## config.mk

```make
export PLATFORM = sky130hd
export DESIGN_NAME = sram_ctrl
export DESIGN_NICKNAME = d
export VERILOG_FILES = /design/src/include/sram_ctrl_pkg.sv /design/src/design/sram_ctrl.sv /design/src/design/delay_count.sv
export VERILOG_INCLUDE_DIRS = /design/src /design/src/include
export SDC_FILE = /design/constraint.sdc
export NUM_CORES = 1
export LEC_CHECK = 0
export ABC_AREA = 1
export BUFFER_PORTS_ARGS = -buffer_cell sky130_fd_sc_hd__buf_4
export CAP_MARGIN = 20
export CORE_MARGIN = 10
export CORE_UTILIZATION = 50
export DETAILED_ROUTE_END_ITERATION = 12
export PLACE_DENSITY_LB_ADDON = 0.1
export SYNTH_ARGS = -nofsm -noshare
export SYNTH_HDL_FRONTEND = slang
export SYNTH_SLANG_ARGS = --single-unit
```

## constraint.sdc

```tcl
create_clock -name CLK -period 3.4 [get_ports CLK]
set_input_delay 0.17 -clock CLK [delete_from_list [all_inputs] [get_ports CLK]]
set_output_delay 0.17 -clock CLK [all_outputs]
set_load 0.05 [all_outputs]
```

## src/include/sram_ctrl_regs.svh

```systemverilog
// Timing figures and field widths for the asynchronous SRAM controller.
// Assumes a single 250 MHz clock; figures are in picoseconds for the 10 ns speed grade.
`ifndef SRAM_CTRL_REGS_SVH
`define SRAM_CTRL_REGS_SVH

`define CLK_PERIOD_PS              4000
`define ADDR_W                     21
`define DATA_W                     8
`define LANE_W                     2
`define CNT_W                      4
`define STATE_W                    4

// Pin timing of the memory, picoseconds
`define READ_CYCLE_MIN_PS          10000
`define ADDRESS_TO_DATA_DELAY_PS   10000
`define GATE_OFF_FLOAT_DELAY_PS    5000
`define DESELECT_FLOAT_DELAY_PS    5000
`define ADDR_TO_WRITE_END_PS       8000
`define WDATA_LEAD_BEFORE_END_PS   6000
`define STROBE_WIDTH_GATE_LOW_PS   10000
`define STROBE_LOW_FLOAT_DELAY_PS  4000

// Least times round up to whole cycles
`define CYCLES_UP(ps)   (((ps) + `CLK_PERIOD_PS - 1) / `CLK_PERIOD_PS)
`define MAX2(a, b)      (((a) > (b)) ? (a) : (b))

// Pin idle levels, and the lane level that enables both lanes
`define SEL_N_IDLE      1'h1
`define SEL_H_IDLE      1'h0
`define STROBE_N_IDLE   1'h1
`define LANES_N_IDLE    2'h3
`define LANES_N_ALL     2'h0

`endif

```

## src/include/sram_ctrl_pkg.sv

```systemverilog
// Types shared by the SRAM controller and its delay counter.
// Assumes sram_ctrl_regs.svh is on the include path.
`include "sram_ctrl_regs.svh"

package sram_ctrl_pkg;

    typedef enum logic [`STATE_W-1:0] {
        ST_IDLE      = 4'h0,
        ST_RD_SETUP  = 4'h1,
        ST_RD_ACCESS = 4'h2,
        ST_RECOVER   = 4'h3,
        ST_WR_SETUP  = 4'h4,
        ST_WR_PULSE  = 4'h5,
        ST_WR_END    = 4'h6,
        ST_RETAIN    = 4'h7
    } state_e;

    typedef struct packed {
        state_e              st;
        logic [`ADDR_W-1:0]  addr;
        logic [`DATA_W-1:0]  wdata;
        logic [`DATA_W-1:0]  rdata;
        logic [`LANE_W-1:0]  lanes_n;
        logic                sel_n;
        logic                sel_h;
        logic                strobe_n;
        logic                gate_n;
        logic                dq_oe;
        logic                rsp_valid;
        logic                ready;
        logic                retaining;
    } ctrl_s;

    typedef struct packed {
        logic [`CNT_W-1:0]   count;
    } cnt_s;

endpackage : sram_ctrl_pkg

```

## src/design/sram_ctrl.sv

```systemverilog
// Controller that drives an asynchronous 2M x 8 static RAM through its pins.
// Assumes the memory pins are sampled synchronously to CLK and the board adds no skew
// beyond one clock period; timing counts default to the 10 ns speed grade.
`include "sram_ctrl_regs.svh"

// How it works
// - Address is driven one cycle before the select falls on a read.
// - A write happens only while select, a lane enable and strobe are low.
// - Select and strobe go valid together, a cycle after the lanes; raising strobe and select ends it.
// - Write data is driven before the strobe and held past its end.
// - Address stands long enough before the write ends.
// - Address does not change until a cycle after the write ends.
// - Strobe stays low at least the width required with gate low.
// - Strobe low time also covers memory float delay plus data lead.
// - Data pins are only driven once the memory has floated them.
// - Deselect means primary select high and secondary select low together.
// - During retention every other pin is held at a rail level.
module sram_ctrl #(
    parameter int unsigned ACCESS_CYC  = `CYCLES_UP(`ADDRESS_TO_DATA_DELAY_PS),
    parameter int unsigned FLOAT_CYC   = `CYCLES_UP(`MAX2(`GATE_OFF_FLOAT_DELAY_PS, `DESELECT_FLOAT_DELAY_PS)),
    parameter int unsigned RC_CYC      = `CYCLES_UP(`READ_CYCLE_MIN_PS),
    parameter int unsigned PULSE_CYC   = `CYCLES_UP(`MAX2(`MAX2(`STROBE_WIDTH_GATE_LOW_PS, `ADDR_TO_WRITE_END_PS),
                                          `STROBE_LOW_FLOAT_DELAY_PS + `WDATA_LEAD_BEFORE_END_PS))
) (
    input  wire logic               CLK,
    input  wire logic               RST_N,
    input  wire logic               CE,
    // User request side
    input  wire logic               REQ_VALID,
    output logic                    REQ_READY,
    input  wire logic               REQ_WRITE,
    input  wire logic [`ADDR_W-1:0] REQ_ADDR,
    input  wire logic [`DATA_W-1:0] REQ_WDATA,
    input  wire logic [`LANE_W-1:0] REQ_LANES_N,
    output logic                    RSP_VALID,
    output logic [`DATA_W-1:0]      RSP_RDATA,
    input  wire logic               RETAIN,
    output logic                    RETAINING,
    // Memory pins
    output logic [`ADDR_W-1:0]      MEM_ADDR,
    output logic                    PRIMARY_SELECT_N,
    output logic                    SECONDARY_SELECT_HIGH,
    output logic                    WRITE_STROBE_N,
    output logic                    OUTPUT_GATE_N,
    output logic                    UPPER_LANE_ENABLE_N,
    output logic                    LOWER_LANE_ENABLE_N,
    input  wire logic [`DATA_W-1:0] DQ_IN,
    output logic [`DATA_W-1:0]      DQ_OUT,
    output logic                    DQ_OE
);
    sram_ctrl_pkg::ctrl_s s_q;
    sram_ctrl_pkg::ctrl_s s_d;
    logic                 cnt_load;
    logic [`CNT_W-1:0]    cnt_val;
    logic                 cnt_zero;

    // Counter load values; each timed phase ends on the edge after the counter reads zero,
    // so a load of N holds the pins for N+1 cycles
    localparam logic [`CNT_W-1:0] ACCESS_LD  = `CNT_W'(ACCESS_CYC);
    localparam logic [`CNT_W-1:0] RECOVER_LD = `CNT_W'(`MAX2(FLOAT_CYC, RC_CYC));
    localparam logic [`CNT_W-1:0] PULSE_LD   = `CNT_W'(PULSE_CYC - 1);
    localparam logic [`CNT_W-1:0] RETAIN_LD  = `CNT_W'(RC_CYC);

    // Pin levels that leave the memory deselected and its data pins free
    function automatic sram_ctrl_pkg::ctrl_s park(input sram_ctrl_pkg::ctrl_s s);
        sram_ctrl_pkg::ctrl_s r;
        r          = s;
        r.sel_n    = `SEL_N_IDLE;
        r.sel_h    = `SEL_H_IDLE;
        r.strobe_n = `STROBE_N_IDLE;
        r.gate_n   = 1'h1;
        r.lanes_n  = `LANES_N_IDLE;
        r.dq_oe    = 1'h0;
        return r;
    endfunction : park

    delay_count u_delay (
        .CLK      (CLK),
        .RST_N    (RST_N),
        .CE       (CE),
        .load     (cnt_load),
        .load_val (cnt_val),
        .zero     (cnt_zero)
    );

    // Next-state logic for the whole pin sequencer
    always_comb begin
        s_d           = s_q;
        s_d.rsp_valid = 1'h0;
        cnt_load      = 1'h0;
        cnt_val       = '0;
        case (s_q.st)
            sram_ctrl_pkg::ST_IDLE: begin
                if (REQ_VALID && s_q.ready) begin
                    s_d.addr = REQ_ADDR;
                    if (REQ_WRITE) begin
                        // Gate has been high since the last read recovered, so the
                        // memory no longer drives; safe to drive data now
                        s_d.wdata   = REQ_WDATA;
                        s_d.lanes_n = REQ_LANES_N;
                        s_d.dq_oe   = 1'h1;
                        s_d.st      = sram_ctrl_pkg::ST_WR_SETUP;
                    end else begin
                        s_d.st = sram_ctrl_pkg::ST_RD_SETUP;
                    end
                end else if (RETAIN) begin
                    // A pending request wins; retention only starts from a quiet idle
                    // Deselected, address and data parked low, strobe, gate and lanes high
                    s_d       = park(s_q);
                    s_d.addr  = '0;
                    s_d.wdata = '0;
                    s_d.dq_oe = 1'h1;
                    s_d.st    = sram_ctrl_pkg::ST_RETAIN;
                end
            end
            sram_ctrl_pkg::ST_RD_SETUP: begin
                // Address has stood one cycle; now select, gate and lanes go low
                s_d.sel_n   = 1'h0;
                s_d.sel_h   = 1'h1;
                s_d.gate_n  = 1'h0;
                s_d.lanes_n = `LANES_N_ALL;
                cnt_load    = 1'h1;
                cnt_val     = ACCESS_LD;
                s_d.st      = sram_ctrl_pkg::ST_RD_ACCESS;
            end
            sram_ctrl_pkg::ST_RD_ACCESS: begin
                // Sampling a cycle late costs latency but leaves margin on the access time
                if (cnt_zero) begin
                    s_d           = park(s_q);
                    s_d.rdata     = DQ_IN;
                    s_d.rsp_valid = 1'h1;
                    cnt_load      = 1'h1;
                    cnt_val       = RECOVER_LD;
                    s_d.st        = sram_ctrl_pkg::ST_RECOVER;
                end
            end
            sram_ctrl_pkg::ST_RECOVER: begin
                // Covers the float time and the read cycle time, whichever is longer
                if (cnt_zero) begin
                    s_d.st = sram_ctrl_pkg::ST_IDLE;
                end
            end
            sram_ctrl_pkg::ST_WR_SETUP: begin
                // Select and strobe fall together, a cycle after the lanes; the gate stays high for the write
                s_d.sel_n    = 1'h0;
                s_d.sel_h    = 1'h1;
                s_d.strobe_n = 1'h0;
                cnt_load     = 1'h1;
                cnt_val      = PULSE_LD;
                s_d.st       = sram_ctrl_pkg::ST_WR_PULSE;
            end
            sram_ctrl_pkg::ST_WR_PULSE: begin
                if (cnt_zero) begin
                    // Strobe and select rise together; address and data stay
                    s_d.strobe_n = `STROBE_N_IDLE;
                    s_d.sel_n    = `SEL_N_IDLE;
                    s_d.sel_h    = `SEL_H_IDLE;
                    s_d.st       = sram_ctrl_pkg::ST_WR_END;
                end
            end
            sram_ctrl_pkg::ST_WR_END: begin
                // One cycle of hold on address and data after the end
                s_d    = park(s_q);
                s_d.st = sram_ctrl_pkg::ST_IDLE;
            end
            sram_ctrl_pkg::ST_RETAIN: begin
                if (!RETAIN) begin
                    s_d.dq_oe = 1'h0;
                    cnt_load  = 1'h1;
                    cnt_val   = RETAIN_LD;
                    s_d.st    = sram_ctrl_pkg::ST_RECOVER;
                end
            end
            default: begin
                s_d    = park(s_q);
                s_d.st = sram_ctrl_pkg::ST_IDLE;
            end
        endcase
        // Ready is a flop so the user sees it only in a settled idle state
        s_d.ready = (s_d.st == sram_ctrl_pkg::ST_IDLE) && !(REQ_VALID && s_q.ready);
        // Retention flag is a flop of its own so the output is not a state decode
        s_d.retaining = (s_d.st == sram_ctrl_pkg::ST_RETAIN);
    end

    // State register; clock enable freezes everything
    // Reset levels match park(), so the memory starts deselected with its pins free
    always_ff @(posedge CLK) begin
        if (!RST_N) begin
            s_q          <= '0;
            s_q.st       <= sram_ctrl_pkg::ST_IDLE;
            s_q.sel_n    <= `SEL_N_IDLE;
            s_q.sel_h    <= `SEL_H_IDLE;
            s_q.strobe_n <= `STROBE_N_IDLE;
            s_q.gate_n   <= 1'h1;
            s_q.lanes_n  <= `LANES_N_IDLE;
        end else if (CE) begin
            s_q <= s_d;
        end
    end

    // Every output is a field of the state register
    assign REQ_READY             = s_q.ready;
    assign RSP_VALID             = s_q.rsp_valid;
    assign RSP_RDATA             = s_q.rdata;
    assign RETAINING             = s_q.retaining;
    assign MEM_ADDR              = s_q.addr;
    assign PRIMARY_SELECT_N      = s_q.sel_n;
    assign SECONDARY_SELECT_HIGH = s_q.sel_h;
    assign WRITE_STROBE_N        = s_q.strobe_n;
    assign OUTPUT_GATE_N         = s_q.gate_n;
    assign UPPER_LANE_ENABLE_N   = s_q.lanes_n[1];
    assign LOWER_LANE_ENABLE_N   = s_q.lanes_n[0];
    assign DQ_OUT                = s_q.wdata;
    assign DQ_OE                 = s_q.dq_oe;

endmodule : sram_ctrl

```

## src/design/delay_count.sv

```systemverilog
// Down-counter used to time the SRAM pin phases.
// Assumes the owner loads it on the edge that enters a timed phase.
`include "sram_ctrl_regs.svh"

module delay_count (
    input  wire logic               CLK,
    input  wire logic               RST_N,
    input  wire logic               CE,
    input  wire logic               load,
    input  wire logic [`CNT_W-1:0]  load_val,
    output logic                    zero
);
    sram_ctrl_pkg::cnt_s c_q;
    sram_ctrl_pkg::cnt_s c_d;

    // Load wins; otherwise count down and stop at zero
    always_comb begin
        c_d = c_q;
        if (load) begin
            c_d.count = load_val;
        end else if (c_q.count != '0) begin
            c_d.count = c_q.count - `CNT_W'(1);
        end
    end

    always_ff @(posedge CLK) begin
        if (!RST_N) begin
            c_q <= '0;
        end else if (CE) begin
            c_q <= c_d;
        end
    end

    assign zero = (c_q.count == '0);

endmodule : delay_count

```

==> results of run 1 <==
==> layer usage <==
| metal | wire length, um | GRT usage [%] | vias to the layer above |
|---|---|---|---|
| li1 | - | - | 1335 |
| met4 | 55 | 3.99 | 0 |
| met5 | 0 | 0 | - |
| met2 | 3170 | 24.3 | 97 |
| met3 | 806 | 6.03 | 8 |
| met1 | 3060 | 18.6 | 1163 |
==> cell families after synthesis <==
logic type,Yosys count
AOI/OAI and AO/OA,57
xor gates and xnor gates,1
adders and majority gates,1
buffers and inverters,80
DFF,55
muxes,1
and+or+nand+nor,198
==> synthesized netlist by cell type (all sizes together) <==
library cell / number
and2: 1
buf: 45
clkbuf: 5
nand3: 49
nor3: 1
inv: 27
dfxtp: 55
o211ai: 6
mux2: 1
a21oi: 38
nor2: 56
xor2: 1
nand4: 5
clkinv: 3
nand2: 86
ha: 1
o21ai: 13
==> path summary, 6_finish.rpt <==
check | from | to | slack, ns | cells after the start
setup reg to reg | u_delay.c_q[0] | RSP_RDATA[5] | 1.70 | 10
setup / recovery | u_delay.c_q[0] | RSP_RDATA[5] | 1.70 | 10
hold reg to reg | DQ_OUT[0] | DQ_OUT[0] | 0.47 | 2
hold / removal | DQ_IN[3] | RSP_RDATA[3] | 0.11 | 3
==> through the flow <==
stage,setup slack [ns],std cells
floorplan,1.74,393
CTS,1.69,516
global route,1.47,516
detailed placement,1.74,508
global placement,1.74,508
finish,1.70,516
==> report_power, final <==
part / internal (W) / switching [W] / leakage (nW)
Sequential: 0.000694 / 0.0000292 / 0.447
Combinational: 0.000190 / 0.000372 / 1.05
Clock: 0.000144 / 0.000205 / 0.0412
==> critical path, delay by kind of cell, from the launching register on <==
| kind | cells | cell delay (ns) |
|---|---|---|
| adders and majority gates | 1 | 0.21 |
| DFF | 1 | 0.32 |
| buffers and inverters | 3 | 0.34 |
| and+or+nand+nor | 6 | 0.77 |
==> area by class of cell <==
type	instances	area [um2]
clock inverter	2	12.5
sequential	55	1100
timing repair buffer	93	698
multi-input combinational	258	1220
fill	542	2160
clock buffer	6	72.6
tap	72	90.1
inverter	30	119
==> flip-flops by register name, indices dropped and copies added (netlist names), 4 cells and up <==
register     cells
DQ_OUT           8
RSP_RDATA        8
MEM_ADDR        21
s_q              4
u_delay.c_q      4
==> impl_results.md, run 1 <==
- Status: finished clean
- Final estimated routing congestion in global placement: 0.936
- P&R area growth vs syn: 18.7%
- Synth Area in Adders: 0.448%
- Syn Area/Cell: 7.11 um2
- Mapped Area: 2790 um2
- Leakage: 1.53 nW
- Post-CTS sizing: 0
- Seq/Total Area, Yosys: 39.4%
- Commonest non-fill, non-tap cells in the layout: buf_4, nand2_1, dfxtp_1
- Yosys cell types: 28
- Worst min-delay path category: primary input to flip-flop
- CP endpoint kind: flip-flop
- Diodes inserted: 0
- Routed WL: 7090 um
- Root buffer cell: clkbuf_8
- Commonest non-fill, non-tap cell in the layout: buf_4
- Clock-pin slew on the worst setup and hold paths: 0.09 ns
- Gr usage total: 15.2%
- GR Overflow Total: 0
- CP required: 3.64 ns
- Achievable Freq: 0.587 GHz
- Most frequent CP cell: nor2_1
- I/O pin count: 92
- Mux share of post-synthesis cell area: 0.403%
- Row cnt: 27
- Power after layout: 0.00163 W
- Max H-tree Level: 2
- Count of input and output buffers: 91
- CP Class: flip-flop to flip-flop
- DRT iter0 DRCs: 144
- Die area: 8980 um2
- Height of the die: 94.8 um
- Max cap viols: 0
- Yosys top cell by area: dfxtp_1
- Core area: 5470 um2
- Slowest stage delay, CP: 0.32 ns
- Post-Syn Instances: 393
- Clock sink count: 55
- Bufs on Longest Clock Path: 2
- Kind of start point of the critical path: flip-flop
- Via count: 2,603
- Finish-stage setup viols: 0
- Unrepaired setup endpoints after global routing: no
- Die width: 94.8 um
- Synth Register Bits: 55
- Largest net degree at the start of global routing: 33
- DRC: 0
- P per Cell Area: 493 nW/um2
- Worst path cell trace: inv_1 -> ha_1 -> nand2_1 -> nor2_1 -> nand2_2 -> inv_1 -> nand2_2 -> clkinv_2 -> nor2_1 -> nor2_1
- Vias in the first global route: 2,441
- Synth warn: 0
- Antenna violations before repair: 0
- Post-route ant nets: 0
- Synth Area in Simple Gates: 31.8%
- Worst-Skew Late Latency: 0.30 ns
- Vias per cell: 5.04
- Setup TNS: 0 ns
- Max_slew headroom: 65.2%
- WHS: 0.112 ns
- Final instance area: 3320 um2
- Arrival @ worst endpoint: 1.94 ns
- Starting Density: 51.1%
- Nets: 489
- Post-DP HPWL: 5300 um
- Max stage delay cell, worst path: dfxtp_1
- Max IR drop VDD: 0.308 mV
- Post-synthesis compound-gate area fraction: 10.7%
- First-pass GRT wire length: 11,300 um
- Syn_nets: 439
- Cell Area, Placed: 3230 um2
- Fraction of layout cells with a size suffix above 1: 27.5%
- Main combinational cell family by area after synthesis: simple AND/OR/NAND/NOR gates
- Synth Area in XOR/XNOR: 0.313%
- Yosys top cell area share: 39.4%
- Final Hold Violating Endpoints: 0
- TritonCTS clock tree: built
- Worst-path maximum fanout: 10
- Fin. max-slew vios: 0
- CTS Buf Count: 5
- Measured slew at the worst slew-check pin: 0.522 ns
- Final period utilization: 50.1%
- Router iterations before antenna repair: 4
- Top cells by area, synth: dfxtp_1, nand2_1, buf_4
- Cts hold-fix bufs: 0
- Post-layout util: 60.6%
- Routed len/inst: 13.7 um
- Clock period minus worst slack: 1.70 ns
- Postcts setup bufs: 0
- Worst Skew: 0.00582 ns
(Power assumes the default switching activity.)
==> run 2: changes to the inputs <==
- ABC_AREA: 1 -> 0
- CORE_UTILIZATION: 50 -> 46
- clock period: 3.4 -> 1.5 ns (I/O delays scaled with it)
==> run 2 against run 1 <==
  * The run now ends with setup timing left
  * Synthesized area increased by 2.5%
  * Combinational power increased to 3.3 times the previous value
  * Worst setup slack got worse by 2.0 ns
  * Via count increased by 2.8%
  * Final area increased by 22%
  * Global-route usage increased by 1.1 points
  * Sequential share of layout area decreased by 5.6 points
  * Clock skew increased by 0.0081 ns
  * Count of clock-buffer cells in the layout decreased by 1
  * Core utilization increased by 6.8 points
  * Die area increased by 8.9%
  * Critical endpoint is now REQ_READY
  * Largest power group is now combinational logic
  * Highest routed layer unchanged
==> impl_results.md, run 2 <==
- Status: finished with violations
- Failing checks: setup timing
- Syn Area/Cell: 8.30 um2
- Final Hold Violating Endpoints: 0
- Max cap viols: 0
- Worst Skew: 0.0139 ns
- CP required: 1.75 ns
- Leakage: 1.75 nW
- Bufs and invs on worst path: 1
- Routed len/inst: 16.2 um
- Unrepaired setup endpoints after global routing: yes
- I/O pin count: 92
- Starting Density: 47.8%
- Yosys cell types: 50
- Post-Syn Instances: 345
- Largest net degree at the start of global routing: 22
- First-pass GRT wire length: 13,500 um
- Number of synthesized flops with an enable pin: 0
- Router iterations before antenna repair: 4
- Filler cells: 518
- Root buffer cell: clkbuf_8
- Via count: 2,676
- CP Class: flip-flop to flip-flop
- Pre-CTS setup slack: -0.282 ns
- Height of the die: 98.9 um
- Max layer used: met4
- TritonCTS clock tree: built
- Commonest non-fill, non-tap cells in the layout: buf_4, dfxtp_1, nand2_1
- Max reg flops: 21
- Yosys top cell area share: 38.5%
- Met2 routed wirelength: 4080 um
- Worst min-delay path category: primary input to flip-flop
- Max stage delay cell, worst path: or3_1
- Top_reg_cell synth: dfxtp_1
- Finish-stage setup viols: 53
- Setup TNS: -7.41 ns
- Max_slew headroom: 67.6%
- Clock period minus worst slack: 1.78 ns
- Post-DP HPWL: 6130 um
- Area taken by multi-input logic gates: 1530 um2
- Arrival @ worst endpoint: 2.03 ns
- Worst-Skew Late Latency: 0.32 ns
- Met3 Routed Length: 594 um
- Count of input and output buffers: 91
- Final worst slack: -0.285 ns
- Commonest cells in the netlist: dfxtp_1, nand2_1, buf_4
- Core area: 5990 um2
- Synth warn: 0
- Die area: 9780 um2
- Achievable Freq: 0.560 GHz
- Routed WL: 8360 um
- CP endpoint kind: flip-flop
- Syn_nets: 391
- Diodes inserted: 0
- Mapped Area: 2860 um2
- Share of flip-flops with an asynchronous set or reset: 0%
- Vias in the first global route: 2,702
- Setup slack, reg-to-reg: -0.28 ns
- Register Area: 1110 um2
- P per Cell Area: 1090 nW/um2
- Post-layout util: 67.4%
- Yosys top cell by area: dfxtp_1
- Synth Register Bits: 55
- Seq/Total Area, Yosys: 38.5%
- Nets: 487
- WL met1: 3630 um
- Top cells by area, synth: dfxtp_1, buf_4, nand3_1
- Vias per cell: 5.18
- Worst-path maximum fanout: 7
- Slowest stage delay, CP: 0.38 ns
- WHS: 0.0102 ns
- Final estimated routing congestion in global placement: 0.886
- Clock sink count: 55
- Measured slew at the worst slew-check pin: 0.481 ns
- Max H-tree Level: 2
- CTS Buf Count: 5
- Kind of start point of the critical path: flip-flop
- Fin. max-slew vios: 0
- Gr usage total: 16.3%
- GR Overflow Total: 0
- Post-route ant nets: 0
- DRC: 0
- Cell family with most CP delay: simple AND/OR/NAND/NOR gates
- Fraction of layout cells with a size suffix above 1: 43.0%
- Worst path cell trace: inv_2 -> ha_4 -> nor3b_4 -> a31oi_1 -> o211a_1 -> or3_1 -> o31ai_2
- Commonest non-fill, non-tap cell in the layout: buf_4
- P&R area growth vs syn: 41.0%
- Bufs on Longest Clock Path: 2
- Max IR drop VDD: 0.753 mV
- Clock-pin slew on the worst setup and hold paths: 0.12 ns
- Antenna violations before repair: 0
- Row cnt: 28
- Final period utilization: 119%
- Most common cell in the netlist: dfxtp_1
- Die width: 98.9 um
- DRT iter0 DRCs: 106
run 2: cell count changes after synthesis, sizes merged, moves of 10 or more:
cell and delta:
nand2 -44, nor2 -44, inv -18, a21boi +17, nand3 -14, mux2i +13
nor2b +11, clkbuf +10
run 2: per-stage QoR:
step                      cell area (um2)  power, W  cells
after CTS                            3960   0.00432    514
after global routing                 4040   0.00463    517
after floorplan                      2960   0.00266    345
final                                4040   0.00438    517
after detailed placement             3690   0.00327    496
after global placement               3690   0.00325    496
run 2: tightest hold or removal path: stages:
cell	delay [ns]
buf_4	0.07
mux2i_1	0.05
nor2b_1	0.09
run 2: kinds of logic (layout without fill, tap and decap cells):
| family | after synthesis | in the layout | share of synthesized area, % |
|---|---|---|---|
| flops | 55 | 55 | 38.5 |
| fa+ha+maj | 1 | 1 | 0.437 |
| compound gates | 81 | 81 | 19.0 |
| buf+inv | 69 | 165 | 14.4 |
| simple gates | 126 | 127 | 23.1 |
| mux | 13 | 13 | 4.55 |
run 2: final cells by class:
cell class / instances / share of cell area, %
inverter: 9 / 0.837
clock inverter: 3 / 0.589
sequential: 55 / 27.6
clock buffer: 5 / 1.71
multi-input combinational: 222 / 37.9
tap: 75 / 2.33
timing repair buffer: 148 / 29.0
run 2: worst paths after layout:
| check | startpoint | endpoint | cells after the start |
|---|---|---|---|
| min | DQ_IN[7] | RSP_RDATA[7] | 3 |
| max | u_delay.c_q[0] | REQ_READY | 7 |
| min reg2reg | MEM_ADDR[15] | MEM_ADDR[15] | 2 |
| max reg2reg | u_delay.c_q[0] | REQ_READY | 7 |
run 2: metal layers:
metal | up-vias | GRT usage [%]
li1 | 1350 | -
met1 | 1243 | 20.1
met3 | 7 | 5.03
met2 | 76 | 27.3
met4 | 0 | 2.98
met5 | - | 0
run 2: power by group:
group,internal [W],total [W],switching (W)
registers,0.00156,0.00164,0.0000840
logic,0.000907,0.00186,0.000953
clock network,0.000339,0.000880,0.000542
total,0.00281,0.00438,0.00158
run 2: what timing repair did:
action | 4_1_cts | 5_1_grt
gates resized for setup | 23 | 14
buffers inserted | 5 | 1
pin swaps | 12 | 13
setup endpoints to repair | 54 | 54
cloned | 1 | 0
endpoints found under the hold margin | 4 | 2
hold buffers | 4 | 2
==> run 3: changes to the inputs <==
==> constraint.sdc (replaced) <==
create_clock -name CLK -period 1.5 [get_ports CLK]
set_input_delay 0.075 -clock CLK [delete_from_list [all_inputs] [get_ports CLK]]
set_output_delay 0.075 -clock CLK [all_outputs]
set_load 0.1 [all_outputs]
==> run 3 against run 2 <==
  * The flow still finishes with violations (setup timing)
  * Maximum frequency rose by 1.7%
  * Via count grew 7.7%
  * Combinational power rose by 22%
  * Power rose by 11%
  * Non-clock buffer count grew 10
  * First-iteration DRC count did not move
  * Die area unchanged
  * Global-route usage increased by 1.0 points
  * Worst setup slack better by 0.029 ns
  * Critical endpoint is now UPPER_LANE_ENABLE_N
  * Largest cell class unchanged
  * Largest power group unchanged
==> impl_results.md, run 3 (synthesis gave the netlist of run 2 again) <==
- Status: finished with violations
- Failing checks: setup timing
- Clock period minus worst slack: 1.76 ns
- GR Overflow Total: 0
- P per Cell Area: 1070 nW/um2
- Core area: 5990 um2
- Via count: 2,881
- Worst r2r path cells: 5
- Clock sink count: 55
- Met2 routed wirelength: 4690 um
- Achievable Freq: 0.570 GHz
- Pre-CTS setup slack: -0.270 ns
- Met3 Routed Length: 761 um
- Nets: 503
- Max reg flops: 21
- Largest net degree at the start of global routing: 36
- Routed len/inst: 18.0 um
- Max cap viols: 0
- Vias per cell: 5.41
- Post-DP HPWL: 5960 um
- Antenna violations before repair: 0
- Worst-Skew Late Latency: 0.32 ns
- Commonest non-fill, non-tap cells in the layout: buf_4, dfxtp_1, nand3_2
- Arrival @ worst endpoint: 1.97 ns
- Final estimated routing congestion in global placement: 0.876
- Die width: 98.9 um
- Max_slew headroom: 70.8%
- R2R Path End: UPPER_LANE_ENABLE_N
- Final period utilization: 117%
- Count of input and output buffers: 91
- Vias in the first global route: 2,852
- CTS Buf Count: 5
- Routed WL: 9600 um
- Final worst slack: -0.256 ns
- CP required: 1.71 ns
- I/O pin count: 92
- Post-route ant nets: 0
- Bufs on Longest Clock Path: 2
- Leakage: 1.88 nW
- CP Class: flip-flop to flip-flop
- Setup slack, reg-to-reg: -0.26 ns
- Starting Density: 47.8%
- Origin of the critical flop-to-flop path: s_q[47]
- Max H-tree Level: 2
- Max layer used: met4
- Setup crit start: s_q[47]
- First-pass GRT wire length: 14,200 um
- Fin. max-slew vios: 0
- Die area: 9780 um2
- Kind of start point of the critical path: flip-flop
- Min-Delay Endpoint: DQ_OUT[1]
- WHS: 0.00442 ns
- Finish-stage setup viols: 52
- Max IR drop VDD: 0.756 mV
- Worst min-delay path category: primary input to flip-flop
- Final Hold Violating Endpoints: 0
- Clock-pin slew on the worst setup and hold paths: 0.10 ns
- Unrepaired setup endpoints after global routing: yes
- Measured slew at the worst slew-check pin: 0.435 ns
- TritonCTS clock tree: built
- Diodes inserted: 0
- Router iterations before antenna repair: 4
- Hold_sp: REQ_WDATA[1]
- Worst-path maximum fanout: 5
- Commonest non-fill, non-tap cell in the layout: buf_4
- P&R area growth vs syn: 58.5%
- Worst Skew: 0.0132 ns
- CP endpoint kind: flip-flop
- DRC: 0
- Row cnt: 28
- WHS Path Cells: 3
- WL met1: 3980 um
- Height of the die: 98.9 um
- Gr usage total: 17.3%
- DRT iter0 DRCs: 106
- Fraction of layout cells with a size suffix above 1: 58.5%
- Root buffer cell: clkbuf_8
==> run 3: cell types whose count changed in the layout (fill, tap and decap cells not counted), moves of 5 or more <==
cell,change
a21boi_0,-12
a21oi_1,-13
nand2_2,+16
a21boi_1,+10
and2_4,+5
nand2_1,-18
a21oi_2,+13
nand3_2,+26
nand3_4,+5
nand3_1,-31
==> run 3: per-stage QoR <==
step | instance area [um2] | cells | total power [W] | util [%] | TNS [ns]
after floorplan | 2950 | 345 | 0.00284 | - | -1.89
after global placement | 3650 | 492 | 0.00339 | 61.0 | -6.09
after detailed placement | 3650 | 492 | 0.00340 | 61.0 | -6.92
after CTS | 4200 | 522 | 0.00468 | 70.1 | -4.01
after global routing | 4540 | 533 | 0.00510 | 75.7 | -9.30
final | 4540 | 533 | 0.00486 | 75.7 | -5.04
==> run 3: what timing repair did <==
action	in CTS	in global routing
endpoints found under the hold margin	4	2
hold buffers	4	2
buffers inserted	12	10
resized for setup	73	63
setup endpoints to repair	54	53
pin swaps	50	61
cloned	7	3
==> run 3: worst max-delay path by stage <==
stage,endpoint,cells past startpoint
2_1_floorplan,WRITE_STROBE_N,7
3_3_place_gp,WRITE_STROBE_N,6
3_5_place_dp,WRITE_STROBE_N,6
4_1_cts,REQ_READY,7
5_1_grt,REQ_READY,7
6_report,UPPER_LANE_ENABLE_N,5
==> run 3: layout make-up <==
cell class	instances	area (um2)
Fill cell	431	1450
Multi-Input combinational cell	228	1860
Clock inverter	1	8.76
Sequential cell	55	1120
Clock buffer	7	97.6
Tap cell	75	93.8
Inverter	9	33.8
Timing Repair Buffer	158	1320
==> run 3: worst max-delay path: stages (launching register included) <==
cell     delay, ns
dfxtp_4       0.38
or4b_4        0.59
o21ai_2       0.22
buf_4         0.18
nor3_4        0.05
o31a_1        0.24
==> run 3: routing by layer <==
layer	vias up	track usage [%]
met4	0	4.85
met3	15	5.52
met5	-	0
li1	1403	-
met1	1369	21.0
met2	94	28.6
==> run 3: where the power goes <==
part	total [W]	leakage, nW	switching, W	internal (W)
sequential	0.00165	0.450	0.0000859	0.00156
combinational	0.00227	1.37	0.00125	0.00101
clock	0.000948	0.0540	0.000510	0.000439
